--- src/ptrd_pkg.sv ---
// constants for the transmit idle and far-end receiver detect block
package ptrd_pkg;
  // power state encoding, two bits as in the pipe interface
  localparam logic [1:0] PTRD_PWR_P0 = 2'h0;
  localparam logic [1:0] PTRD_PWR_P0S = 2'h1;
  localparam logic [1:0] PTRD_PWR_P1 = 2'h2;
  localparam logic [1:0] PTRD_PWR_P2 = 2'h3;
  // status codes
  localparam logic [2:0] PTRD_STAT_FOUND = 3'h3;
  localparam logic [2:0] PTRD_STAT_NONE = 3'h0;
  // clock rate and timing
  localparam int PTRD_CLK_MHZ = 25;
  localparam int PTRD_IDLE_LEAD_CYC = 10;
  // common-mode step settle time in ns before sensing starts
  localparam int PTRD_SETTLE_NS = 200;
  localparam int PTRD_SETTLE_CYC_RAW = (PTRD_SETTLE_NS * PTRD_CLK_MHZ) / 1000;
  localparam int PTRD_SETTLE_CYC = (PTRD_SETTLE_CYC_RAW < 1) ? 1 : PTRD_SETTLE_CYC_RAW;
  // sense window; a slow response still low at its end means receiver present
  localparam int PTRD_SENSE_NS = 400;
  localparam int PTRD_SENSE_CYC_RAW = (PTRD_SENSE_NS * PTRD_CLK_MHZ) / 1000;
  localparam int PTRD_SENSE_CYC = (PTRD_SENSE_CYC_RAW < 1) ? 1 : PTRD_SENSE_CYC_RAW;
  localparam int PTRD_CNT_W = 8;
  typedef enum logic [2:0] {
    PTRD_IDLE,
    PTRD_STEP,
    PTRD_SENSE,
    PTRD_DONE,
    PTRD_WAIT_LOW
  } ptrd_state_type;
endpackage : ptrd_pkg

--- src/ptrd_top.sv ---
// transmit electrical idle and far-end receiver detect control
`timescale 1ns/1ps
// What this block does
// - detection runs only in the p1 power state; other states ignore requests
// - detect request steps transmitter common mode and senses the output response
// - receiver found gives one-cycle done pulse with status code 3'b011
// - result comes after nonzero latency; mac waits for done pulse
// - while force-idle is high the transmitter driver stays tri-stated
// - in p1 the transmitter output stays tri-stated
// - slow common-mode response means receiver present, fast means absent
module ptrd_top
  import ptrd_pkg::*;
(
  // clock and reset
  input wire logic clk_sys_i,
  input wire logic arst_n_i,
  // requests from the mac
  input wire logic force_idle_i,
  input wire logic detect_rx_i,
  input wire logic [1:0] power_state_i,
  // analog sense: high once the stepped output has crossed the threshold
  input wire logic cm_cross_i,
  // transmitter control
  output logic tx_drive_en_o,
  output logic cm_step_o,
  // answers to the mac
  output logic done_o,
  output logic [2:0] status_o
);
  ptrd_state_type state;
  ptrd_state_type next_state;
  logic [PTRD_CNT_W-1:0] lead_cnt;
  logic next_done;
  logic [2:0] next_status;
  logic timer_load;
  logic [PTRD_CNT_W-1:0] timer_count;
  logic timer_expired;

  localparam logic [PTRD_CNT_W-1:0] LEAD_NEED = PTRD_CNT_W'(PTRD_IDLE_LEAD_CYC);
  localparam logic [PTRD_CNT_W-1:0] SETTLE_LEN = PTRD_CNT_W'(PTRD_SETTLE_CYC);
  localparam logic [PTRD_CNT_W-1:0] SENSE_LEN = PTRD_CNT_W'(PTRD_SENSE_CYC);

  wire logic in_p1 = (power_state_i == PTRD_PWR_P1);
  // idle lead counted so a request arriving early waits until the driver is off
  wire logic lead_met = (lead_cnt >= LEAD_NEED);
  // any gap in the idle request restarts the lead count
  wire logic lead_clear = !force_idle_i;
  // both requests and p1 needed; anything else is not acted on
  wire logic start_req = force_idle_i && detect_rx_i && in_p1 && lead_met;
  wire logic left_p1 = !in_p1;
  wire logic idle_dropped = !force_idle_i;
  // an abort gives no result; the mac sees a request that was never answered
  wire logic abort = left_p1 || idle_dropped;
  wire logic busy = (state != PTRD_IDLE);
  wire logic idle_forced = force_idle_i || in_p1;
  // tri-state whenever forced idle, in p1, or detecting
  wire logic next_drive_en = !(idle_forced || busy);

  // result decode; a crossing inside the window wins over the window running out
  wire logic step_over = timer_expired;
  wire logic fast_seen = cm_cross_i;
  wire logic slow_seen = !cm_cross_i && timer_expired;
  wire logic result_ready = fast_seen || slow_seen;
  wire logic [2:0] result_code = fast_seen ? PTRD_STAT_NONE : PTRD_STAT_FOUND;
  // one result per request: the request must drop before the next one
  wire logic request_gone = !detect_rx_i;
  wire logic next_cm_step = (next_state == PTRD_STEP) || (next_state == PTRD_SENSE);

  always_comb
  begin
    next_state = state;
    next_done = 1'b0;
    next_status = status_o;
    timer_load = 1'b0;
    timer_count = SETTLE_LEN;
    case (state)
      PTRD_IDLE:
      begin
        // take: the settle time loads first
        if (start_req)
        begin
          next_state = PTRD_STEP;
          timer_load = 1'b1;
        end
      end
      PTRD_STEP:
      begin
        if (abort)
        begin
          next_state = PTRD_IDLE;
        end
        else if (step_over)
        begin
          // settled: open the sense window
          next_state = PTRD_SENSE;
          timer_load = 1'b1;
          timer_count = SENSE_LEN;
        end
      end
      PTRD_SENSE:
      begin
        if (abort)
        begin
          next_state = PTRD_IDLE;
        end
        else if (result_ready)
        begin
          // fast crossing: nobody loads the line; still slow at the end: a receiver is there
          next_state = PTRD_DONE;
          next_done = 1'b1;
          next_status = result_code;
        end
      end
      PTRD_DONE:
      begin
        next_state = PTRD_WAIT_LOW;
      end
      PTRD_WAIT_LOW:
      begin
        // wait for the detect request to drop
        if (request_gone)
        begin
          next_state = PTRD_IDLE;
        end
      end
      default:
      begin
        next_state = PTRD_IDLE;
      end
    endcase
  end

  ptrd_cycle_timer u_timer (
    .clk_sys_i(clk_sys_i),
    .arst_n_i(arst_n_i),
    .load_i(timer_load),
    .count_i(timer_count),
    .expired_o(timer_expired)
  );

  always_ff @(posedge clk_sys_i or negedge arst_n_i)
  begin
    if (!arst_n_i)
    begin
      lead_cnt <= '0;
    end
    else if (lead_clear)
    begin
      lead_cnt <= '0;
    end
    else if (!lead_met)
    begin
      lead_cnt <= lead_cnt + 1'b1;
    end
  end

  // state register
  always_ff @(posedge clk_sys_i or negedge arst_n_i)
  begin
    if (!arst_n_i)
    begin
      state <= PTRD_IDLE;
    end
    else
    begin
      state <= next_state;
    end
  end

  // next_done is high in one state only, so the pulse never stretches
  always_ff @(posedge clk_sys_i or negedge arst_n_i)
  begin
    if (!arst_n_i)
    begin
      done_o <= 1'b0;
    end
    else
    begin
      done_o <= next_done;
    end
  end

  // status holds until the next result
  always_ff @(posedge clk_sys_i or negedge arst_n_i)
  begin
    if (!arst_n_i)
    begin
      status_o <= PTRD_STAT_NONE;
    end
    else
    begin
      status_o <= next_status;
    end
  end

  // registered enable: lags the idle request by one cycle
  always_ff @(posedge clk_sys_i or negedge arst_n_i)
  begin
    if (!arst_n_i)
    begin
      tx_drive_en_o <= 1'b0;
    end
    else
    begin
      tx_drive_en_o <= next_drive_en;
    end
  end

  // step stays applied through settle and sense
  always_ff @(posedge clk_sys_i or negedge arst_n_i)
  begin
    if (!arst_n_i)
    begin
      cm_step_o <= 1'b0;
    end
    else
    begin
      cm_step_o <= next_cm_step;
    end
  end
endmodule : ptrd_top

--- src/ptrd_cycle_timer.sv ---
// loadable down-counter with terminal pulse
`timescale 1ns/1ps
module ptrd_cycle_timer
  import ptrd_pkg::*;
(
  // clock and reset
  input wire logic clk_sys_i,
  input wire logic arst_n_i,
  // control
  input wire logic load_i,
  input wire logic [PTRD_CNT_W-1:0] count_i,
  // status
  output logic expired_o
);
  logic [PTRD_CNT_W-1:0] remain;
  logic running;
  wire logic last_tick = running && (remain == {{(PTRD_CNT_W-1){1'b0}}, 1'b1});

  always_ff @(posedge clk_sys_i or negedge arst_n_i)
  begin
    if (!arst_n_i)
    begin
      remain <= '0;
      running <= 1'b0;
      expired_o <= 1'b0;
    end
    else
    begin
      expired_o <= last_tick && !load_i;
      if (load_i)
      begin
        remain <= count_i;
        running <= 1'b1;
      end
      else if (running)
      begin
        remain <= remain - 1'b1;
        running <= !last_tick;
      end
    end
  end
endmodule : ptrd_cycle_timer

--- config.mk ---
export PLATFORM = sky130hd
export DESIGN_NAME = ptrd_top
export DESIGN_NICKNAME = d
export VERILOG_FILES = /design/src/ptrd_pkg.sv /design/src/ptrd_top.sv /design/src/ptrd_cycle_timer.sv
export SDC_FILE = /design/constraint.sdc
export NUM_CORES = 1
export LEC_CHECK = 0
export BUFFER_PORTS_ARGS = -buffer_cell sky130_fd_sc_hd__buf_2
export CORE_ASPECT_RATIO = 1.5
export CORE_UTILIZATION = 34
export CTS_BUF_LIST = sky130_fd_sc_hd__clkbuf_2 sky130_fd_sc_hd__clkbuf_4 sky130_fd_sc_hd__clkbuf_8
export CTS_CLUSTER_SIZE = 24
export DETAILED_ROUTE_END_ITERATION = 7
export SETUP_SLACK_MARGIN = 0.02
export SYNTH_ARGS = -nofsm -noshare
export SYNTH_HDL_FRONTEND = slang
export SYNTH_SLANG_ARGS = --single-unit
--- constraint.sdc ---
create_clock -name clk_sys_i -period 3.9 [get_ports clk_sys_i]
set_clock_uncertainty 0.1 [all_clocks]
set_input_delay 0 -clock clk_sys_i [delete_from_list [all_inputs] [get_ports clk_sys_i]]
set_output_delay 0 -clock clk_sys_i [all_outputs]
set_load 0.01 [all_outputs]
==> results.sh, run 1 <==
export IMPL_outcome="finished, final reports clean"
export IMPL_final_nets=146
export IMPL_cpPeakStageDelay_ns=0.71
export IMPL_antenna_found_initial=0
export IMPL_crit_type="reg2reg"
export IMPL_yosys_area_share_simple=0.241
export IMPL_fin_crit_ns=1.92
export IMPL_drive_gt1_frac=0.164
export IMPL_clockRootBuffer="clkbuf_8"
export IMPL_maxCapViolCount=0
export IMPL_yosysWarnings=0
export IMPL_dp_cells=167
export IMPL_syn_area_um2=1280
export IMPL_grt_pass1_wl_mm=4.32
export IMPL_antenna_cells=0
export IMPL_clk_pin_slew_ns=0.09
export IMPL_pin_count=13
export IMPL_max_vdd_ir_drop_v=0.000249
export IMPL_grt_overflow_total=0
export IMPL_grt_max_degree=26
export IMPL_syn_nets=130
export IMPL_cts_made_buffers=3
export IMPL_fmax_mhz=522
export IMPL_core_area_um2=3480
export IMPL_grtUsageTotal=0.141
export IMPL_syn_area_per_cell_um2=10.7
export IMPL_clk_latency_ns=0.26
export IMPL_drt_first_iter_violations=36
export IMPL_power_total_mw=0.552
export IMPL_routabilityCongestion=0.764
export IMPL_seq_area_frac_synth=0.490
export IMPL_post_route_period_util=0.492
export IMPL_place_ws_ns=2.01
export IMPL_avgViaCountPerCell=5.37
export IMPL_die_h_um=77.0
export IMPL_htreeDepth=1
export IMPL_yosysUniqueCellTypes=43
export IMPL_setup_tns_ns=0
export IMPL_cp_top_family="simple AND/OR/NAND/NOR gates"
export IMPL_start_kind="flip-flop"
export IMPL_hold_class="in2reg"
export IMPL_slew_limit_headroom=0.462
export IMPL_drc=0
export IMPL_critPathMaxFanout=6
export IMPL_hpwl_mm=1.83
export IMPL_slew_viol_final=0
export IMPL_post_cts_setup_buffers=0
export IMPL_setup_viol=0
export IMPL_initial_core_util=0.367
export IMPL_path_cells="nor4_1 > nand3b_1 > a22o_1"
export IMPL_fin_cells=176
export IMPL_synth_top_family_by_area="simple AND/OR/NAND/NOR gates"
export IMPL_rows=26
export IMPL_syn_inst=119
export IMPL_rsz0062_at_grt="false"
export IMPL_clock_sinks=25
export IMPL_synth_xor_area_share=0.0206
export IMPL_avgRoutedWirePerCell_um=14.2
export IMPL_worst_path_max_delay_cell="nor4_1"
export IMPL_synth_compound_gate_area_share=0.163
export IMPL_crit_buf_inv=0
export IMPL_setup_ws_ns=1.98
export IMPL_cts_tree="yes"
export IMPL_grt_pass1_vias=946
export IMPL_worstMarginPinSlew_ns=0.800
export IMPL_firstDrtPassIters=4
export IMPL_p_leak_nw=0.616
export IMPL_synth_adder_area_share=0.0392
export IMPL_cp_arrival_ns=1.98
export IMPL_end_kind="flip-flop"
export IMPL_die_x_um=52.0
export IMPL_routed_wirelength_mm=2.49
export IMPL_syn_to_final_growth_pct=13.6
export IMPL_pwr_density_cell_nw_per_um2=381
export IMPL_ant_nets=0
export IMPL_clockBufferDepth=2
export IMPL_port_buffer_count=11
export IMPL_vias=945
export IMPL_ys_ff_latch=25
export IMPL_whs_ns=0.0274
export IMPL_synth_area_mux_share=0.00784
export IMPL_finalHoldViolations=0
export IMPL_die_area_um2=4010
export IMPL_required_ns=3.96
-- per-layer routing --
metal	vias to the layer above	GRT usage	part of all wire
li1	468	-	-
met1	451	0.190	0.43
met2	24	0.228	0.52
met3	2	0.0179	0.036
met4	0	0.0459	0.0040
met5	-	0	0
-- state kept, by name, summed over array words and instances (netlist names) --
name and flops:
u_timer.running 1, u_timer.expired_o 1, tx_drive_en_o 1, u_timer.remain 8, cm_step_o 1, status_o 1
lead_cnt 8, done_o 1, state 3
-- worst reg2reg max path, stage by stage (launching register included) --
cell and delay, ns:
dfrtp_1 0.39, nor4_1 0.71, nand3b_1 0.33, a22o_1 0.28
-- final cells by class --
class | instances | area, µm²
clock buffer | 3 | 41.3
clock inverter | 1 | 5.00
fill | 336 | 2030
inverter | 4 | 15.0
multi-input combinational | 85 | 606
sequential | 25 | 626
tap | 42 | 52.6
timing repair buffer | 16 | 105
-- kinds of logic after synthesis --
kind of cell / after synthesis
buffers and inverters: 9
adder cells (fa/ha/maj): 4
AND/OR/NAND/NOR: 46
AO/OA/AOI/OAI: 30
flip-flops: 25
multiplexers: 1
XOR/XNOR: 3
other: 1
-- placed cells by master (no fill, tap or decap), types with 3 or more instances in the layout --
cell	n
a21oi_1	3
a22oi_1	4
clkbuf_8	3
dlygate4sd3_1	5
inv_1	4
nand3_1	3
nand2_1	3
and2_1	4
buf_2	11
dfrtp_1	25
or4_1	3
o21ai_0	8
nor2_1	7
ha_1	4
nand3b_1	5
a41oi_1	3
or3_2	3
-- final timing paths --
| path | cells past startpoint | startpoint | slack [ns] | to |
|---|---|---|---|---|
| min | 3 | power_state_i[1] | 0.03 | state[1] |
| max reg2reg | 3 | lead_cnt[6] | 1.98 | u_timer.running |
| max in group asynchronous | 2 | arst_n_i | 3.17 | lead_cnt[0] |
| min reg2reg | 1 | lead_cnt[6] | 0.41 | lead_cnt[6] |
| min in group asynchronous | 2 | arst_n_i | 0.16 | lead_cnt[4] |
| max | 3 | lead_cnt[6] | 1.98 | u_timer.running |
-- timing repair --
action | in CTS | in global routing
resized for setup | 0 | 0
endpoints found under the hold margin | 31 | 0
hold buffers | 5 | 0
-- stage by stage --
step                      area, µm²   util
final                          1450  0.417
after detailed placement       1350  0.389
after global placement         1350  0.389
after CTS                      1450  0.417
after floorplan                1280      -
after global routing           1450  0.417
-- power by group --
group | total (mW) | leakage [nW] | switching (mW) | internal, mW
clock network | 0.150 | 0.0255 | 0.0792 | 0.0713
logic | 0.0890 | 0.275 | 0.0436 | 0.0454
registers | 0.313 | 0.316 | 0.0289 | 0.284
total | 0.552 | 0.616 | 0.152 | 0.400
-- cells in the mapped netlist, drive strengths merged --
master   number  share of area
nor4          1         0.0049
and3          1         0.0049
clkbuf        2         0.0059
nor4b         1         0.0069
or4           4          0.026
nand2         3         0.0088
conb          1         0.0029
xor2          1         0.0069
nand4b        1         0.0069
a21boi        2          0.012
nor2b         2         0.0098
o221ai        1         0.0069
mux2i         1         0.0078
or4b          2          0.019
a31o          1         0.0069
a21oi         3          0.012
nand3         3          0.012
o21a          2          0.012
nand4         1         0.0049
nor3b         2          0.012
nand2b        2         0.0098
ha            4          0.039
nor2          7          0.021
buf           3          0.018
o31a          1         0.0069
inv           4          0.012
and2          4          0.020
a41oi         3          0.021
o21ai         8          0.031
or3b          1         0.0069
or3           4          0.023
nand3b        5          0.029
a22o          2          0.014
dfrtp        25           0.49
nand4bb       1         0.0088
nor4bb        1         0.0078
xnor2         2          0.014
a22oi         4          0.024
o31ai         1         0.0059
o211ai        2          0.012
(Power assumes the default switching activity.)
==> inputs of run 2 (changes only) <==
==> constraint.sdc (replaced) <==
create_clock -name clk_sys_i -period 1.8 [get_ports clk_sys_i]
set_clock_uncertainty 0.1 [all_clocks]
set_input_delay 0 -clock clk_sys_i [delete_from_list [all_inputs] [get_ports clk_sys_i]]
set_output_delay 0 -clock clk_sys_i [all_outputs]
set_load 0.01 [all_outputs]
==> results.sh, run 2 (synthesis results as in run 1) <==
export IMPL_core_area_um2=3480
export IMPL_top_regs="lead_cnt: 8 flops, u_timer.remain: 8 flops, state: 3 flops"
export IMPL_clockBufferDepth=2
export IMPL_violations="negative setup slack"
export IMPL_syn_to_final_growth_pct=23.3
export IMPL_die_area_um2=4010
export IMPL_maxCapViolCount=0
export IMPL_htreeDepth=1
export IMPL_antenna_cells=0
export IMPL_routed_wirelength_mm=2.83
export IMPL_setup_viol=1
export IMPL_setup_tns_ns=-0.0213
export IMPL_die_h_um=77.0
export IMPL_post_route_period_util=1.01
export IMPL_grt_pass1_wl_mm=4.69
export IMPL_port_buffer_count=11
export IMPL_fin_crit_ns=1.82
export IMPL_fmax_mhz=549
export IMPL_start_kind="flip-flop"
export IMPL_pwr_density_cell_nw_per_um2=808
export IMPL_max_vdd_ir_drop_v=0.000548
export IMPL_clk_latency_ns=0.27
export IMPL_reg2reg_to="u_timer.running"
export IMPL_final_nets=160
export IMPL_worst_path_max_delay_cell="or4_4"
export IMPL_grtUsageTotal=0.154
export IMPL_reg2reg_from="u_timer.remain[4]"
export IMPL_avgViaCountPerCell=5.37
export IMPL_rows=26
export IMPL_holdPathEnd="state[1]"
export IMPL_cp_startpoint="u_timer.remain[4]"
export IMPL_pin_count=13
export IMPL_antenna_found_initial=0
export IMPL_hpwl_mm=2.00
export IMPL_crit_buf_inv=0
export IMPL_hold_depth=3
export IMPL_rrSetupSlack_ns=-0.02
export IMPL_setup_ws_ns=-0.0213
export IMPL_hold_class="in2reg"
export IMPL_clockRootBuffer="clkbuf_8"
export IMPL_place_ws_ns=-0.00797
export IMPL_cp_top_family="simple AND/OR/NAND/NOR gates"
export IMPL_routabilityCongestion=0.779
export IMPL_cpPeakStageDelay_ns=0.54
export IMPL_grt_overflow_total=0
export IMPL_drc=0
export IMPL_critPathMaxFanout=3
export IMPL_layout_commonest_cell="dfrtp_1"
export IMPL_vias=1021
export IMPL_cts_made_buffers=3
export IMPL_initial_core_util=0.367
export IMPL_ff2ff_path_depth=3
export IMPL_finalHoldViolations=0
export IMPL_slew_limit_headroom=0.621
export IMPL_grt_max_degree=26
export IMPL_crit_type="reg2reg"
export IMPL_p_leak_nw=0.681
export IMPL_min_from="power_state_i[1]"
export IMPL_path_cells="or4_4 > or4b_1 > a22o_1"
export IMPL_drive_gt1_frac=0.264
export IMPL_layout_common_cells="dfrtp_1 (25), buf_4 (14), buf_2 (11), o21ai_0 (8), nor2_1 (7)"
export IMPL_end_kind="flip-flop"
export IMPL_cp_arrival_ns=1.88
export IMPL_worstMarginPinSlew_ns=0.568
export IMPL_outcome="finished, violations left"
export IMPL_grt_pass1_vias=1069
export IMPL_required_ns=1.86
export IMPL_firstDrtPassIters=4
export IMPL_clock_sinks=25
export IMPL_die_x_um=52.0
export IMPL_ant_nets=0
export IMPL_slew_viol_final=0
export IMPL_drt_first_iter_violations=14
export IMPL_cts_tree="yes"
export IMPL_avgRoutedWirePerCell_um=14.9
export IMPL_rsz0062_at_grt="true"
export IMPL_clk_pin_slew_ns=0.10
## run 2: layout make-up
| type | count | area [µm²] |
|---|---|---|
| clock buffers | 3 | 41.3 |
| clock inverters | 1 | 7.51 |
| fillers | 328 | 1910 |
| inverters | 4 | 15.0 |
| multi-input cells | 85 | 622 |
| flip-flops and latches | 25 | 626 |
| well taps | 42 | 52.6 |
| repair buffers | 30 | 210 |
## run 2: per-stage QoR
stage | hold WS [ns] | util | area (µm²) | power (mW) | instances
global route | 0.0319 | 0.452 | 1570 | 1.34 | 190
floorplan | -0.396 | - | 1280 | 0.808 | 119
global placement | -0.0726 | 0.415 | 1440 | 0.888 | 179
CTS | 0.0198 | 0.445 | 1550 | 1.25 | 189
detailed placement | -0.0655 | 0.415 | 1440 | 0.907 | 179
finish | 0.0230 | 0.452 | 1570 | 1.27 | 190
## run 2: repair_timing
item                                    CTS  global route
resized for setup                         0             4
hold buffers                              5             0
pin swaps                                 1             0
endpoints found under the hold margin    32             0
endpoints found under the setup margin    1             5
setup buffers                             1             1
## run 2: worst max path at each step
| stage | to | slack (ns) | depth (start not counted) |
|---|---|---|---|
| finish | u_timer.running | -0.02 | 3 |
| CTS | u_timer.running | 0.001 | 3 |
| detailed placement | u_timer.running | -0.008 | 3 |
| floorplan | u_timer.running | 0.05 | 3 |
| global route | u_timer.running | -0.05 | 3 |
| global placement | u_timer.running | 0.02 | 3 |
## run 2: tightest hold or removal path, cell delays in order
cell and delay, ns:
buf_2 0.11, nand4bb_1 0.18, a21oi_1 0.06
## run 2: where the power goes
part           total (mW)  internal (mW)  switching, mW
Combinational       0.267          0.141          0.126
Clock               0.346          0.157          0.189
Sequential          0.659          0.615         0.0444
Total                1.27          0.912          0.360
## run 2: metal layers
metal	global-route usage	up-vias	part of all wire
met5	0	-	0
met4	0.0595	0	0.0095
met3	0.0258	4	0.019
met1	0.189	500	0.45
met2	0.260	15	0.52
li1	-	502	-
==> inputs of run 3 (changes only) <==
--- a/config.mk
+++ b/config.mk
@@ -11,6 +11,7 @@
 export CTS_BUF_LIST = sky130_fd_sc_hd__clkbuf_2 sky130_fd_sc_hd__clkbuf_4 sky130_fd_sc_hd__clkbuf_8
 export CTS_CLUSTER_SIZE = 24
 export DETAILED_ROUTE_END_ITERATION = 7
+export GPL_TIMING_DRIVEN = 0
 export SETUP_SLACK_MARGIN = 0.02
 export SYNTH_ARGS = -nofsm -noshare
 export SYNTH_HDL_FRONTEND = slang
==> results.sh, run 3 (synthesis results as in run 1) <==
export IMPL_outcome="finished, violations left"
export IMPL_violations="negative setup slack"
export IMPL_crit_type="reg2reg"
export IMPL_setup_ws_ns=-0.0412
export IMPL_crit_buf_inv=0
export IMPL_cts_made_buffers=3
export IMPL_clockRootBuffer="clkbuf_8"
export IMPL_initial_core_util=0.367
export IMPL_grt_overflow_total=0
export IMPL_reg2reg_from="u_timer.remain[6]"
export IMPL_layout_common_cells="dfrtp_1 (24), buf_2 (11), buf_4 (9), o21ai_0 (8), nor2_1 (7)"
export IMPL_grt_pass1_vias=1068
export IMPL_rsz0062_at_grt="true"
export IMPL_maxCapViolCount=0
export IMPL_slew_viol_final=0
export IMPL_avgViaCountPerCell=5.49
export IMPL_antenna_found_initial=0
export IMPL_post_route_period_util=1.02
export IMPL_ant_nets=0
export IMPL_avgRoutedWirePerCell_um=14.7
export IMPL_firstDrtPassIters=4
export IMPL_grt_pass1_wl_mm=4.66
export IMPL_worst_path_max_delay_cell="or4_4"
export IMPL_grtUsageTotal=0.152
export IMPL_die_x_um=52.0
export IMPL_clk_pin_slew_ns=0.09
export IMPL_rows=26
export IMPL_fin_crit_ns=1.84
export IMPL_required_ns=1.87
export IMPL_cp_arrival_ns=1.91
export IMPL_pin_count=13
export IMPL_slew_limit_headroom=0.618
export IMPL_core_area_um2=3480
export IMPL_cts_tree="yes"
export IMPL_clock_sinks=25
export IMPL_antenna_cells=0
export IMPL_finalHoldViolations=0
export IMPL_fin_area_um2=1590
export IMPL_final_nets=158
export IMPL_clockBufferDepth=2
export IMPL_worstMarginPinSlew_ns=0.573
export IMPL_htreeDepth=1
export IMPL_min_from="power_state_i[1]"
export IMPL_max_vdd_ir_drop_v=0.000415
export IMPL_grt_max_degree=26
export IMPL_drt_first_iter_violations=9
export IMPL_hold_class="in2reg"
export IMPL_pwr_density_cell_nw_per_um2=764
export IMPL_end_kind="flip-flop"
export IMPL_syn_to_final_growth_pct=24.7
export IMPL_fin_cells=188
export IMPL_path_cells="or4_4 > or4b_1 > a22o_1"
export IMPL_cp_startpoint="u_timer.remain[6]"
export IMPL_layout_commonest_cell="dfrtp_1"
export IMPL_setup_viol=1
export IMPL_routed_wirelength_mm=2.76
export IMPL_fmax_mhz=543
export IMPL_die_h_um=77.0
export IMPL_cp_top_family="simple AND/OR/NAND/NOR gates"
export IMPL_cpPeakStageDelay_ns=0.56
export IMPL_drc=0
export IMPL_dpl_cell_area_um2=1380
export IMPL_hpwl_mm=1.94
export IMPL_vias=1033
export IMPL_dp_cells=172
export IMPL_start_kind="flip-flop"
export IMPL_port_buffer_count=11
export IMPL_routabilityCongestion=0.796
export IMPL_p_leak_nw=0.674
export IMPL_clk_latency_ns=0.27
export IMPL_top_regs="lead_cnt: 8 flops, u_timer.remain: 8 flops, state: 3 flops"
export IMPL_drive_gt1_frac=0.274
export IMPL_die_area_um2=4010
export IMPL_critPathMaxFanout=4
run 3: tightest hold or removal path: stages:
cell	delay [ns]
buf_2	0.11
nor2b_1	0.17
nor2_1	0.10
run 3: through the flow:
| step | power, mW | utilization | hold WS, ns | setup TNS, ns | setup WS (ns) |
|---|---|---|---|---|---|
| final | 1.22 | 0.457 | 0.0505 | -0.0412 | -0.0412 |
| after global routing | 1.31 | 0.457 | 0.0678 | -0.0845 | -0.0785 |
| after CTS | 1.22 | 0.432 | 0.00899 | -0.0495 | -0.0495 |
| after detailed placement | 0.870 | 0.398 | -0.0621 | -1.05 | -0.176 |
| after global placement | 0.858 | 0.398 | -0.0721 | -0.214 | -0.0905 |
| after floorplan | 0.808 | - | -0.396 | 0 | 0.0472 |
run 3: path summary, 6_finish.rpt:
kind / to / slack, ns / cells after the start
setup / recovery: u_timer.running / -0.04 / 3
hold / removal: tx_drive_en_o / 0.05 / 3
setup reg to reg: u_timer.running / -0.04 / 3
hold reg to reg: lead_cnt[5] / 0.48 / 1
max in group asynchronous: lead_cnt[1] / 1.02 / 2
min in group asynchronous: done_o / 0.15 / 2
run 3: area by class of cell:
cell class	count	area, µm²
sequential	25	627
multi-input combinational	85	659
inverter	4	15.0
clock buffer	3	41.3
clock inverter	1	5.00
buffer	5	33.8
tap	42	52.6
fill	320	1890
timing repair buffer	23	158
run 3: repair_timing:
action,CTS,global route
gates resized for setup,2,10
hold buffers,5,0
endpoints found under the hold margin,31,0
endpoints found under the setup margin,11,7
setup buffers,2,5
pin swaps,3,3
run 3: routing by layer:
layer / routed length, µm / vias to the layer above / part of all wire / track usage
li1: - / 498 / - / -
met1: 1140 / 506 / 0.41 / 0.182
met2: 1470 / 23 / 0.53 / 0.256
met3: 109 / 6 / 0.039 / 0.0238
met4: 47 / 0 / 0.017 / 0.0676
met5: 0 / - / 0 / 0
run 3: power by group:
part / switching, mW / leakage, nW / internal (mW)
Combinational: 0.0938 / 0.334 / 0.114
Clock: 0.174 / 0.0255 / 0.154
Sequential: 0.0644 / 0.314 / 0.615
